`src/core/branch_sub_xor_pkg.sv`:
```
// Constants, types and decode functions shared by the instruction subset core
package branch_sub_xor_pkg;

   // **********************************************************************
   // Opcodes and opcode masks
   // **********************************************************************
   localparam logic [7:0] OP_BRANCH    = 8'h80;
   localparam logic [7:0] OP_SUB_IMM   = 8'h94;
   localparam logic [7:0] OP_SUB_DIR   = 8'h95;
   localparam logic [7:0] OP_SUB_IND   = 8'h96;
   localparam logic [7:0] OP_SUB_REG   = 8'h98;
   localparam logic [7:0] OP_SWAP      = 8'hC4;
   localparam logic [7:0] OP_XCH_DIR   = 8'hC5;
   localparam logic [7:0] OP_XCH_IND   = 8'hC6;
   localparam logic [7:0] OP_XCH_REG   = 8'hC8;
   localparam logic [7:0] OP_TRADE_LOW_NIBBLE_IND  = 8'hD6;
   localparam logic [7:0] OP_XRL_DIR_A = 8'h62;
   localparam logic [7:0] OP_XRL_DIR_I = 8'h63;
   localparam logic [7:0] OP_XRL_IMM   = 8'h64;
   localparam logic [7:0] OP_XRL_DIR   = 8'h65;
   localparam logic [7:0] OP_XRL_IND   = 8'h66;
   localparam logic [7:0] OP_XRL_REG   = 8'h68;
   localparam logic [7:0] MASK_IND     = 8'hFE;
   localparam logic [7:0] MASK_REG     = 8'hF8;

   // **********************************************************************
   // Special function addresses, reset values and instruction length codes
   // **********************************************************************
   localparam logic [7:0]  SFR_BASE  = 8'h80;
   localparam logic [7:0]  ADDR_ACC  = 8'hE0;
   localparam logic [7:0]  ADDR_PORT = 8'h90;
   localparam logic [15:0] PC_RST    = 16'h0000;
   localparam logic [7:0]  ACC_RST   = 8'h00;
   localparam logic [7:0]  PORT_RST  = 8'hFF;
   localparam logic [1:0]  LEN_ONE   = 2'h1;
   localparam logic [1:0]  LEN_TWO   = 2'h2;
   localparam logic [1:0]  LEN_THREE = 2'h3;

   // **********************************************************************
   // Types
   // **********************************************************************
   typedef enum logic [2:0] {S_FETCH, S_B2, S_B3, S_ADDR, S_PTR, S_EXEC} state_t;
   typedef enum logic [2:0] {K_NONE, K_BRANCH, K_SUB, K_SWAP, K_XCH, K_TRADE_LOW_NIBBLE,
                             K_XRLA, K_XRLD} kind_t;
   typedef enum logic [2:0] {M_NONE, M_IMM, M_DIR, M_IND, M_REG} mode_t;

   // Instruction family of an opcode
   function automatic kind_t kind_of(input logic [7:0] op);
      if (op == OP_BRANCH)
         return K_BRANCH;
      if (op == OP_SUB_IMM || op == OP_SUB_DIR || (op & MASK_IND) == OP_SUB_IND ||
          (op & MASK_REG) == OP_SUB_REG)
         return K_SUB;
      if (op == OP_SWAP)
         return K_SWAP;
      if (op == OP_XCH_DIR || (op & MASK_IND) == OP_XCH_IND ||
          (op & MASK_REG) == OP_XCH_REG)
         return K_XCH;
      if ((op & MASK_IND) == OP_TRADE_LOW_NIBBLE_IND)
         return K_TRADE_LOW_NIBBLE;
      if (op == OP_XRL_IMM || op == OP_XRL_DIR || (op & MASK_IND) == OP_XRL_IND ||
          (op & MASK_REG) == OP_XRL_REG)
         return K_XRLA;
      if (op == OP_XRL_DIR_A || op == OP_XRL_DIR_I)
         return K_XRLD;
      return K_NONE;
   endfunction

   // Operand addressing mode; the accumulator forms share the low-nibble layout
   function automatic mode_t mode_of(input logic [7:0] op);
      kind_t k;
      k = kind_of(op);
      if (k == K_TRADE_LOW_NIBBLE)
         return M_IND;
      if (k == K_XRLD)
         return M_DIR;
      if (k == K_SUB || k == K_XCH || k == K_XRLA) begin
         if (op[3])
            return M_REG;
         if (op[3:1] == 3'h3)
            return M_IND;
         if (op[0])
            return M_DIR;
         return M_IMM;
      end
      return M_NONE;
   endfunction

   // Byte length of an instruction
   function automatic logic [1:0] len_of(input logic [7:0] op);
      mode_t m;
      m = mode_of(op);
      if (op == OP_XRL_DIR_I)
         return LEN_THREE;
      if (op == OP_BRANCH || m == M_DIR || m == M_IMM)
         return LEN_TWO;
      return LEN_ONE;
   endfunction

   // Machine cycles of an instruction
   function automatic logic [1:0] cyc_of(input logic [7:0] op);
      if (op == OP_BRANCH || op == OP_XRL_DIR_I)
         return LEN_TWO;
      return LEN_ONE;
   endfunction

endpackage

```
`src/core/data_ram.sv`:
```
// Internal data memory, 256 bytes, registered read data
`timescale 1ns/10ps
module data_ram
   import branch_sub_xor_pkg::*;
(
   // Clock
   input  wire logic       clock,
   // Write port
   input  wire logic       we,
   input  wire logic [7:0] waddr,
   input  wire logic [7:0] wdata,
   // Read port
   input  wire logic [7:0] raddr,
   output logic      [7:0] rdata_r
);

   logic [7:0] mem [256];

   // Read before write on a shared address
   always_ff @(posedge clock) begin
      if (we)
         mem[waddr] <= wdata;
      rdata_r <= mem[raddr];
   end

endmodule

```
`src/core/borrow_sub_unit.sv`:
```
// Eight-bit subtract with borrow and its three flags
`timescale 1ns/10ps
module borrow_sub_unit
   import branch_sub_xor_pkg::*;
(
   // Operands
   input  wire logic [7:0] minuend,
   input  wire logic [7:0] subtrahend,
   input  wire logic       borrow_in,
   // Results
   output logic      [7:0] diff,
   output logic            borrow7,
   output logic            borrow3,
   output logic            wrap
);

   logic [4:0] low_d;
   logic [7:0] mid_d;
   logic [8:0] full_d;

   // Borrow out of bits 3, 6 and 7 from widened partial differences
   always_comb begin
      low_d   = {1'b0, minuend[3:0]} - {1'b0, subtrahend[3:0]} - {4'h0, borrow_in};
      mid_d   = {1'b0, minuend[6:0]} - {1'b0, subtrahend[6:0]} - {7'h00, borrow_in};
      full_d  = {1'b0, minuend} - {1'b0, subtrahend} - {8'h00, borrow_in};
      diff    = full_d[7:0];
      borrow7 = full_d[8];
      borrow3 = low_d[4];
      wrap    = mid_d[7] ^ full_d[8];
   end

endmodule

```
`src/core/branch_sub_xor_core.sv`:
```
// Decode and execute of relative branch, borrow subtract, swap, trades and xor
`timescale 1ns/10ps
module branch_sub_xor_core
   import branch_sub_xor_pkg::*;
(
   // Clock and reset
   input  wire logic        clock,
   input  wire logic        srst,
   // Program memory
   output logic      [15:0] pm_addr,
   input  wire logic [7:0]  pm_data,
   // Core context
   input  wire logic [1:0]  bank_sel,
   input  wire logic [7:0]  port_pins,
   // Architectural state
   output logic      [7:0]  acc,
   output logic             carry_flag,
   output logic             half_borrow_flag,
   output logic             signed_wrap_flag,
   output logic      [7:0]  port_latch,
   // Completion
   output logic             instr_done,
   output logic      [1:0]  instr_cycles
);

   // **********************************************************************
   // State
   // **********************************************************************
   typedef struct packed {
      state_t      state;
      logic [15:0] pc;
      logic [7:0]  op;
      logic [7:0]  b2;
      logic [7:0]  b3;
      logic [7:0]  opaddr;
      logic [7:0]  acc;
      logic        cy;
      logic        hb;
      logic        sw;
      logic [7:0]  latch;
      logic        done;
      logic [1:0]  cyc;
   } core_state_t;

   core_state_t st_r;
   core_state_t st_nxt;

   kind_t       kind_c;
   mode_t       mode_c;
   logic        is_sfr;
   logic [7:0]  sfr_val;
   logic [7:0]  opval;
   logic [7:0]  xor_src;
   logic [15:0] branch_tgt;
   logic        dest_we;
   logic [7:0]  dest_data;
   logic        ram_we;
   logic [7:0]  ram_waddr;
   logic [7:0]  ram_wdata;
   logic [7:0]  ram_raddr;
   logic [7:0]  ram_rdata;
   logic [7:0]  sub_diff;
   logic        sub_b7;
   logic        sub_b3;
   logic        sub_wrap;

   // Bank register address inside the internal RAM
   function automatic logic [7:0] reg_addr(input logic [1:0] bank, input logic [2:0] r);
      return {3'h0, bank, r};
   endfunction

   // **********************************************************************
   // Operand fetch
   // **********************************************************************

   // Decoded fields of the held opcode
   assign kind_c = kind_of(st_r.op);
   assign mode_c = mode_of(st_r.op);
   assign is_sfr = (mode_c == M_DIR) && (st_r.opaddr >= SFR_BASE);

   // latch not pins
   // Read-modify-write of the port must not pick up loaded pin levels
   always_comb begin
      if (st_r.opaddr == ADDR_ACC)
         sfr_val = st_r.acc;
      else if (st_r.opaddr == ADDR_PORT)
         sfr_val = (kind_c == K_XRLD) ? st_r.latch : port_pins;
      else
         sfr_val = 8'h00;
   end

   always_comb begin
      if (mode_c == M_IMM)
         opval = st_r.b2;
      else if (is_sfr)
         opval = sfr_val;
      else
         opval = ram_rdata;
   end

   // Second xor operand for the direct destination forms
   assign xor_src = (st_r.op == OP_XRL_DIR_I) ? st_r.b3 : st_r.acc;

   assign branch_tgt = st_r.pc + {{8{st_r.b2[7]}}, st_r.b2};

   // **********************************************************************
   // Submodules
   // **********************************************************************
   borrow_sub_unit u_sub (
      .minuend    (st_r.acc),
      .subtrahend (opval),
      .borrow_in  (st_r.cy),
      .diff       (sub_diff),
      .borrow7    (sub_b7),
      .borrow3    (sub_b3),
      .wrap       (sub_wrap)
   );

   data_ram u_ram (
      .clock   (clock),
      .we      (ram_we),
      .waddr   (ram_waddr),
      .wdata   (ram_wdata),
      .raddr   (ram_raddr),
      .rdata_r (ram_rdata)
   );

   // **********************************************************************
   // Sequencer
   // **********************************************************************

   // Next state; RAM reads are issued one state ahead of their use
   always_comb begin
      st_nxt      = st_r;
      st_nxt.done = 1'b0;
      ram_raddr   = 8'h00;
      ram_we      = 1'b0;
      ram_waddr   = st_r.opaddr;
      ram_wdata   = 8'h00;
      dest_we     = 1'b0;
      dest_data   = 8'h00;
      case (st_r.state)
         S_FETCH: begin
            st_nxt.op  = pm_data;
            st_nxt.pc  = st_r.pc + 16'h0001;
            st_nxt.cyc = cyc_of(pm_data);
            st_nxt.state = (len_of(pm_data) != LEN_ONE) ? S_B2 : S_ADDR;
         end
         S_B2: begin
            st_nxt.b2    = pm_data;
            st_nxt.pc    = st_r.pc + 16'h0001;
            st_nxt.state = (len_of(st_r.op) == LEN_THREE) ? S_B3 : S_ADDR;
         end
         S_B3: begin
            st_nxt.b3    = pm_data;
            st_nxt.pc    = st_r.pc + 16'h0001;
            st_nxt.state = S_ADDR;
         end
         S_ADDR: begin
            case (mode_c)
               M_REG: begin
                  st_nxt.opaddr = reg_addr(bank_sel, st_r.op[2:0]);
                  ram_raddr     = reg_addr(bank_sel, st_r.op[2:0]);
                  st_nxt.state  = S_EXEC;
               end
               M_DIR: begin
                  st_nxt.opaddr = st_r.b2;
                  ram_raddr     = st_r.b2;
                  st_nxt.state  = S_EXEC;
               end
               M_IND: begin
                  // Pointer register first, then the byte it addresses
                  ram_raddr    = reg_addr(bank_sel, {2'h0, st_r.op[0]});
                  st_nxt.state = S_PTR;
               end
               default: begin
                  st_nxt.state = S_EXEC;
               end
            endcase
         end
         S_PTR: begin
            st_nxt.opaddr = ram_rdata;
            ram_raddr     = ram_rdata;
            st_nxt.state  = S_EXEC;
         end
         S_EXEC: begin
            st_nxt.done  = 1'b1;
            st_nxt.state = S_FETCH;
            case (kind_c)
               K_BRANCH: begin
                  st_nxt.pc = branch_tgt;
               end
               K_SUB: begin
                  st_nxt.acc = sub_diff;
                  st_nxt.cy  = sub_b7;
                  st_nxt.hb  = sub_b3;
                  st_nxt.sw  = sub_wrap;
               end
               K_SWAP: begin
                  st_nxt.acc = {st_r.acc[3:0], st_r.acc[7:4]};
               end
               K_XCH: begin
                  st_nxt.acc = opval;
                  dest_we    = 1'b1;
                  dest_data  = st_r.acc;
               end
               K_TRADE_LOW_NIBBLE: begin
                  st_nxt.acc = {st_r.acc[7:4], opval[3:0]};
                  dest_we    = 1'b1;
                  dest_data  = {opval[7:4], st_r.acc[3:0]};
               end
               K_XRLA: begin
                  st_nxt.acc = st_r.acc ^ opval;
               end
               K_XRLD: begin
                  dest_we   = 1'b1;
                  dest_data = opval ^ xor_src;
               end
               default: begin
                  st_nxt.done = 1'b1;
               end
            endcase
            // Destination write; accumulator and port live outside the RAM
            if (dest_we) begin
               if (is_sfr) begin
                  if (st_r.opaddr == ADDR_ACC)
                     st_nxt.acc = dest_data;
                  else if (st_r.opaddr == ADDR_PORT)
                     st_nxt.latch = dest_data;
               end else begin
                  ram_we    = 1'b1;
                  ram_wdata = dest_data;
               end
            end
         end
         default: begin
            st_nxt.state = S_FETCH;
         end
      endcase
   end

   // State register
   always_ff @(posedge clock) begin
      if (srst) begin
         st_r       <= '0;
         st_r.state <= S_FETCH;
         st_r.pc    <= PC_RST;
         st_r.acc   <= ACC_RST;
         st_r.latch <= PORT_RST;
      end else begin
         st_r <= st_nxt;
      end
   end

   // Outputs straight from the state register
   assign pm_addr          = st_r.pc;
   assign acc              = st_r.acc;
   assign carry_flag       = st_r.cy;
   assign half_borrow_flag = st_r.hb;
   assign signed_wrap_flag = st_r.sw;
   assign port_latch       = st_r.latch;
   assign instr_done       = st_r.done;
   assign instr_cycles     = st_r.cyc;

   logic exec_c;
   assign exec_c = (st_r.state == S_EXEC);
endmodule

```
`config.mk`:
```
export PLATFORM = sky130hd
export DESIGN_NAME = branch_sub_xor_core
export DESIGN_NICKNAME = d
export VERILOG_FILES = /design/src/core/branch_sub_xor_pkg.sv /design/src/core/data_ram.sv /design/src/core/borrow_sub_unit.sv /design/src/core/branch_sub_xor_core.sv
export SDC_FILE = /design/constraint.sdc
export NUM_CORES = 2
export LEC_CHECK = 0
export ABC_CLOCK_PERIOD_IN_PS = 17390
export BUFFER_PORTS_ARGS = -buffer_cell sky130_fd_sc_hd__buf_2
export CAP_MARGIN = 20
export CORE_ASPECT_RATIO = 1.75
export CORE_MARGIN = 8
export CORE_UTILIZATION = 34
export CTS_BUF_LIST = sky130_fd_sc_hd__clkbuf_4 sky130_fd_sc_hd__clkbuf_8 sky130_fd_sc_hd__clkbuf_16
export CTS_CLUSTER_DIAMETER = 100
export DETAILED_ROUTE_END_ITERATION = 8
export PLACE_DENSITY = 0.52
export SETUP_SLACK_MARGIN = 0.2
export SLEW_MARGIN = 30
export SYNTH_ARGS = -nofsm -noshare
export SYNTH_HDL_FRONTEND = slang
export SYNTH_HIERARCHICAL = 1
export SYNTH_SLANG_ARGS = --single-unit
```
`constraint.sdc`:
```
create_clock -name clock -period 17.39 [get_ports clock]
set_input_delay 5.217 -clock clock [delete_from_list [all_inputs] [get_ports clock]]
set_output_delay 5.217 -clock clock [all_outputs]
set_load 0.01 [all_outputs]
```
==> flow_metrics.tcl <==
set metrics [dict create \
    grt_pass1_wl_um 345000 \
    drv_slew 0 \
    fp.dieH_um 680 \
    cp_max_fo 86 \
    final_nets 4631 \
    intPower_mw 7.99 \
    clockRootBuffer "clkbuf_16" \
    postPlaceCellArea_mm2 0.0896 \
    coreArea_mm2 0.252 \
    clockBufferDepth 4 \
    synth_flop_cell "edfxtp_1" \
    rows 244 \
    pwr-share-seq 0.557 \
    endpoint_kind "flip-flop" \
    worst_slew_pin_slew_ns 1.07 \
    netlist_instances 4524 \
    holdCritStartpoint "pm_addr[10]$_SDFFE_PP0P_" \
    r2r-end "u_ram/rdata_r[6]$_DFF_P_" \
    hold-path-cell-count 2 \
    p_total_mw 9.97 \
    power.switching_mw 1.97 \
    drt-wirelength-per-cell_um 30.4 \
    cts_setup_buffers 0 \
    antenna_found_initial 2 \
    final_layout_size_suffix_gt1_frac 0.218 \
    design_area_mm2 0.0960 \
    synth_area_mm2 0.0857 \
    clk_latency_ns 0.85 \
    synth_nets 4576 \
    cap_violations 0 \
    final_common_cell "edfxtp_1" \
    hold_class "flip-flop to flip-flop" \
    period_needed_ns 8.57 \
    vias_per_cell 5.49 \
    crit_arrival_ns 9.02 \
    grt.overflow.total 0 \
    layout_common_cells "2048 x edfxtp_1, 455 x mux4_2, 347 x nor2_1, 197 x clkbuf_16, 175 x mux2i_1" \
    cts-resized-gates 0 \
    cts_sinks 2129 \
    gp_congestion 0.891 \
    cts_tree "built" \
    numCtsBuffers 192 \
    drtIter0Drc 3756 \
    ys_types 93 \
    htree_levels 4 \
    r2r_start "st_r[48]$_SDFFE_PP0P_" \
    peakVddDrop_uv 88.1 \
    drcViolationCount 0 \
    cts_hold_buf 0 \
    yosysTopAreaCellShare 0.718 \
    syn_area_per_cell_um2 18.9 \
    rsz0062_at_grt "false" \
    grt_start_max_net_pins 201 \
    fmax_mhz 117 \
    die_x_um 395 \
    required_ns 17.84 \
    io_buffers 57 \
    p_per_area_mw_per_mm2 104 \
    fin_skew_ns 0.0653 \
    dieArea_mm2 0.269 \
    slew-limit-headroom 0.288 \
    netSwitchingFraction 0.198 \
    critical_path_class "input port to flip-flop" \
    wl_um 245000 \
    clock_power_share 0.431 \
    io_pins 58 \
    start_util 0.340 \
    clkTransAtPathRegs_ns 0.06 \
    rrSetupSlack_ns 9.81 \
    final-setup-viol-count 0 \
    synth-edff-count 2048 \
    final_cells 8047 \
    async_reset_ff_frac 0 \
    startpoint_type "input port" \
    status "finished, final reports clean" \
    synth_seq_cells 2129 \
    placedCellCount 7700 \
    ant_nets 0 \
    reg2reg_depth 16 \
    hold_viol 0 \
    grt_pass1_vias 45800 \
    pwr-share-comb 0.012 \
    firstDrtPassIters 6 \
    syn_to_final_growth_pct 12.1 \
    post-dp-hpwl_um 158000 \
    post-route-period-util 0.493 \
    synth_area_leaders "edfxtp_1 72%, mux4_2 12%, mux2i_1 2.0%" \
    vias 44100 \
    p_leak_nw 31.2 \
    track_usage 0.176 \
    yosysSeqAreaShare 0.737 \
    min_to "pm_addr[10]$_SDFFE_PP0P_" \
    ys_warn_count 6 \
    synth_area_leader_cell "edfxtp_1" \
    final.setup.tns_ns 0 \
]
==> flip-flops by register name (all words and copies together) (netlist names) <==
signal / flops
u_ram/mem: 2048
u_ram/rdata_r: 8
port_latch: 8
ram_waddr: 8
carry_flag: 1
acc: 8
instr_cycles: 2
st_r: 27
half_borrow_flag: 1
signed_wrap_flag: 1
pm_addr: 16
instr_done: 1
==> worst max-delay path by stage <==
stage                       startpoint                     endpoint
after global routing      port_pins[6]   u_ram/mem[85][6]$_DFFE_PP_
after detailed placement  port_pins[6]  u_ram/mem[121][6]$_DFFE_PP_
after CTS                 port_pins[6]   u_ram/mem[86][6]$_DFFE_PP_
after floorplan           port_pins[2]    u_ram/mem[0][2]$_DFFE_PP_
after global placement     bank_sel[0]     u_ram/rdata_r[1]$_DFF_P_
final                     port_pins[6]   u_ram/mem[86][6]$_DFFE_PP_
==> logic make-up (layout without fill, tap and decap cells) <==
kind of cell / Yosys count / in the layout / share of synthesized area
DFF: 2129 / 2129 / 0.737
and+or+nand+nor: 727 / 727 / 0.0397
muxes: 640 / 640 / 0.142
AOI/OAI and AO/OA: 620 / 620 / 0.0508
buffers and inverters: 354 / 554 / 0.0238
adders and majority gates: 32 / 32 / 0.00494
xor gates and xnor gates: 22 / 22 / 0.00225
other: 0 / 2 / 0
==> power groups by stage <==
| stage | Combinational (mW) | Clock [mW] | Sequential (mW) |
|---|---|---|---|
| global placement | 0.116 | 0 | 5.66 |
| detailed placement | 0.119 | 0 | 5.66 |
| finish | 0.120 | 4.30 | 5.55 |
| CTS | 0.119 | 4.40 | 5.55 |
| floorplan | 0.0745 | 0 | 5.65 |
| global route | 0.126 | 4.55 | 5.54 |
==> cell type report <==
class,count,area [um2]
multi-input cells,2041,20800
well taps,3321,4160
repair buffers,166,1460
clock buffers,236,5240
inverters,49,184
flip-flops and latches,2129,63100
fillers,22900,156000
clock inverters,103,1010
diodes,2,5.00
==> stage by stage <==
| step | hold WS (ns) | setup slack, ns | util |
|---|---|---|---|
| floorplan | 0.450 | 2.78 | - |
| global placement | 0.467 | 7.40 | 0.355 |
| detailed placement | 0.470 | 8.02 | 0.356 |
| CTS | 0.476 | 8.88 | 0.381 |
| global route | 0.498 | 8.54 | 0.382 |
| finish | 0.470 | 8.82 | 0.382 |
==> per-layer routing <==
layer	routed length [um]	GRT usage	vias to the layer above
met5	0	0	-
met4	16300	0.101	0
met3	10100	0.0191	475
met2	134000	0.332	1375
met1	84400	0.189	23700
li1	-	-	18600
==> synthesized netlist by cell type, types with 14 or more instances <==
library cell	instances
a22o_1	15
o211ai_1	22
a21oi_1	146
buf_1	21
nor4_1	30
buf_6	24
and2_1	14
buf_2	36
o21ai_0	62
mux4_2	455
o22ai_1	37
nor2_1	381
o221ai_1	52
mux2i_1	175
nand2_1	87
nor2b_1	39
xnor2_1	16
clkbuf_1	146
ha_1	29
nand2b_1	16
nand3_1	50
a221oi_1	25
buf_4	58
a211oi_1	19
edfxtp_1	2048
nor3_1	37
inv_1	47
dfxtp_1	81
a22oi_1	139
==> worst max-delay path, stage by stage <==
cell and delay [ns]:
buf_2 0.10, mux2_2 0.25, a222oi_1 0.53, o211ai_1 0.17, a31oi_1 0.21, a221oi_1 0.17
nor2_4 0.68, buf_4 0.71, buf_4 0.84
No activity file was read; power rests on OpenSTA's default activity.
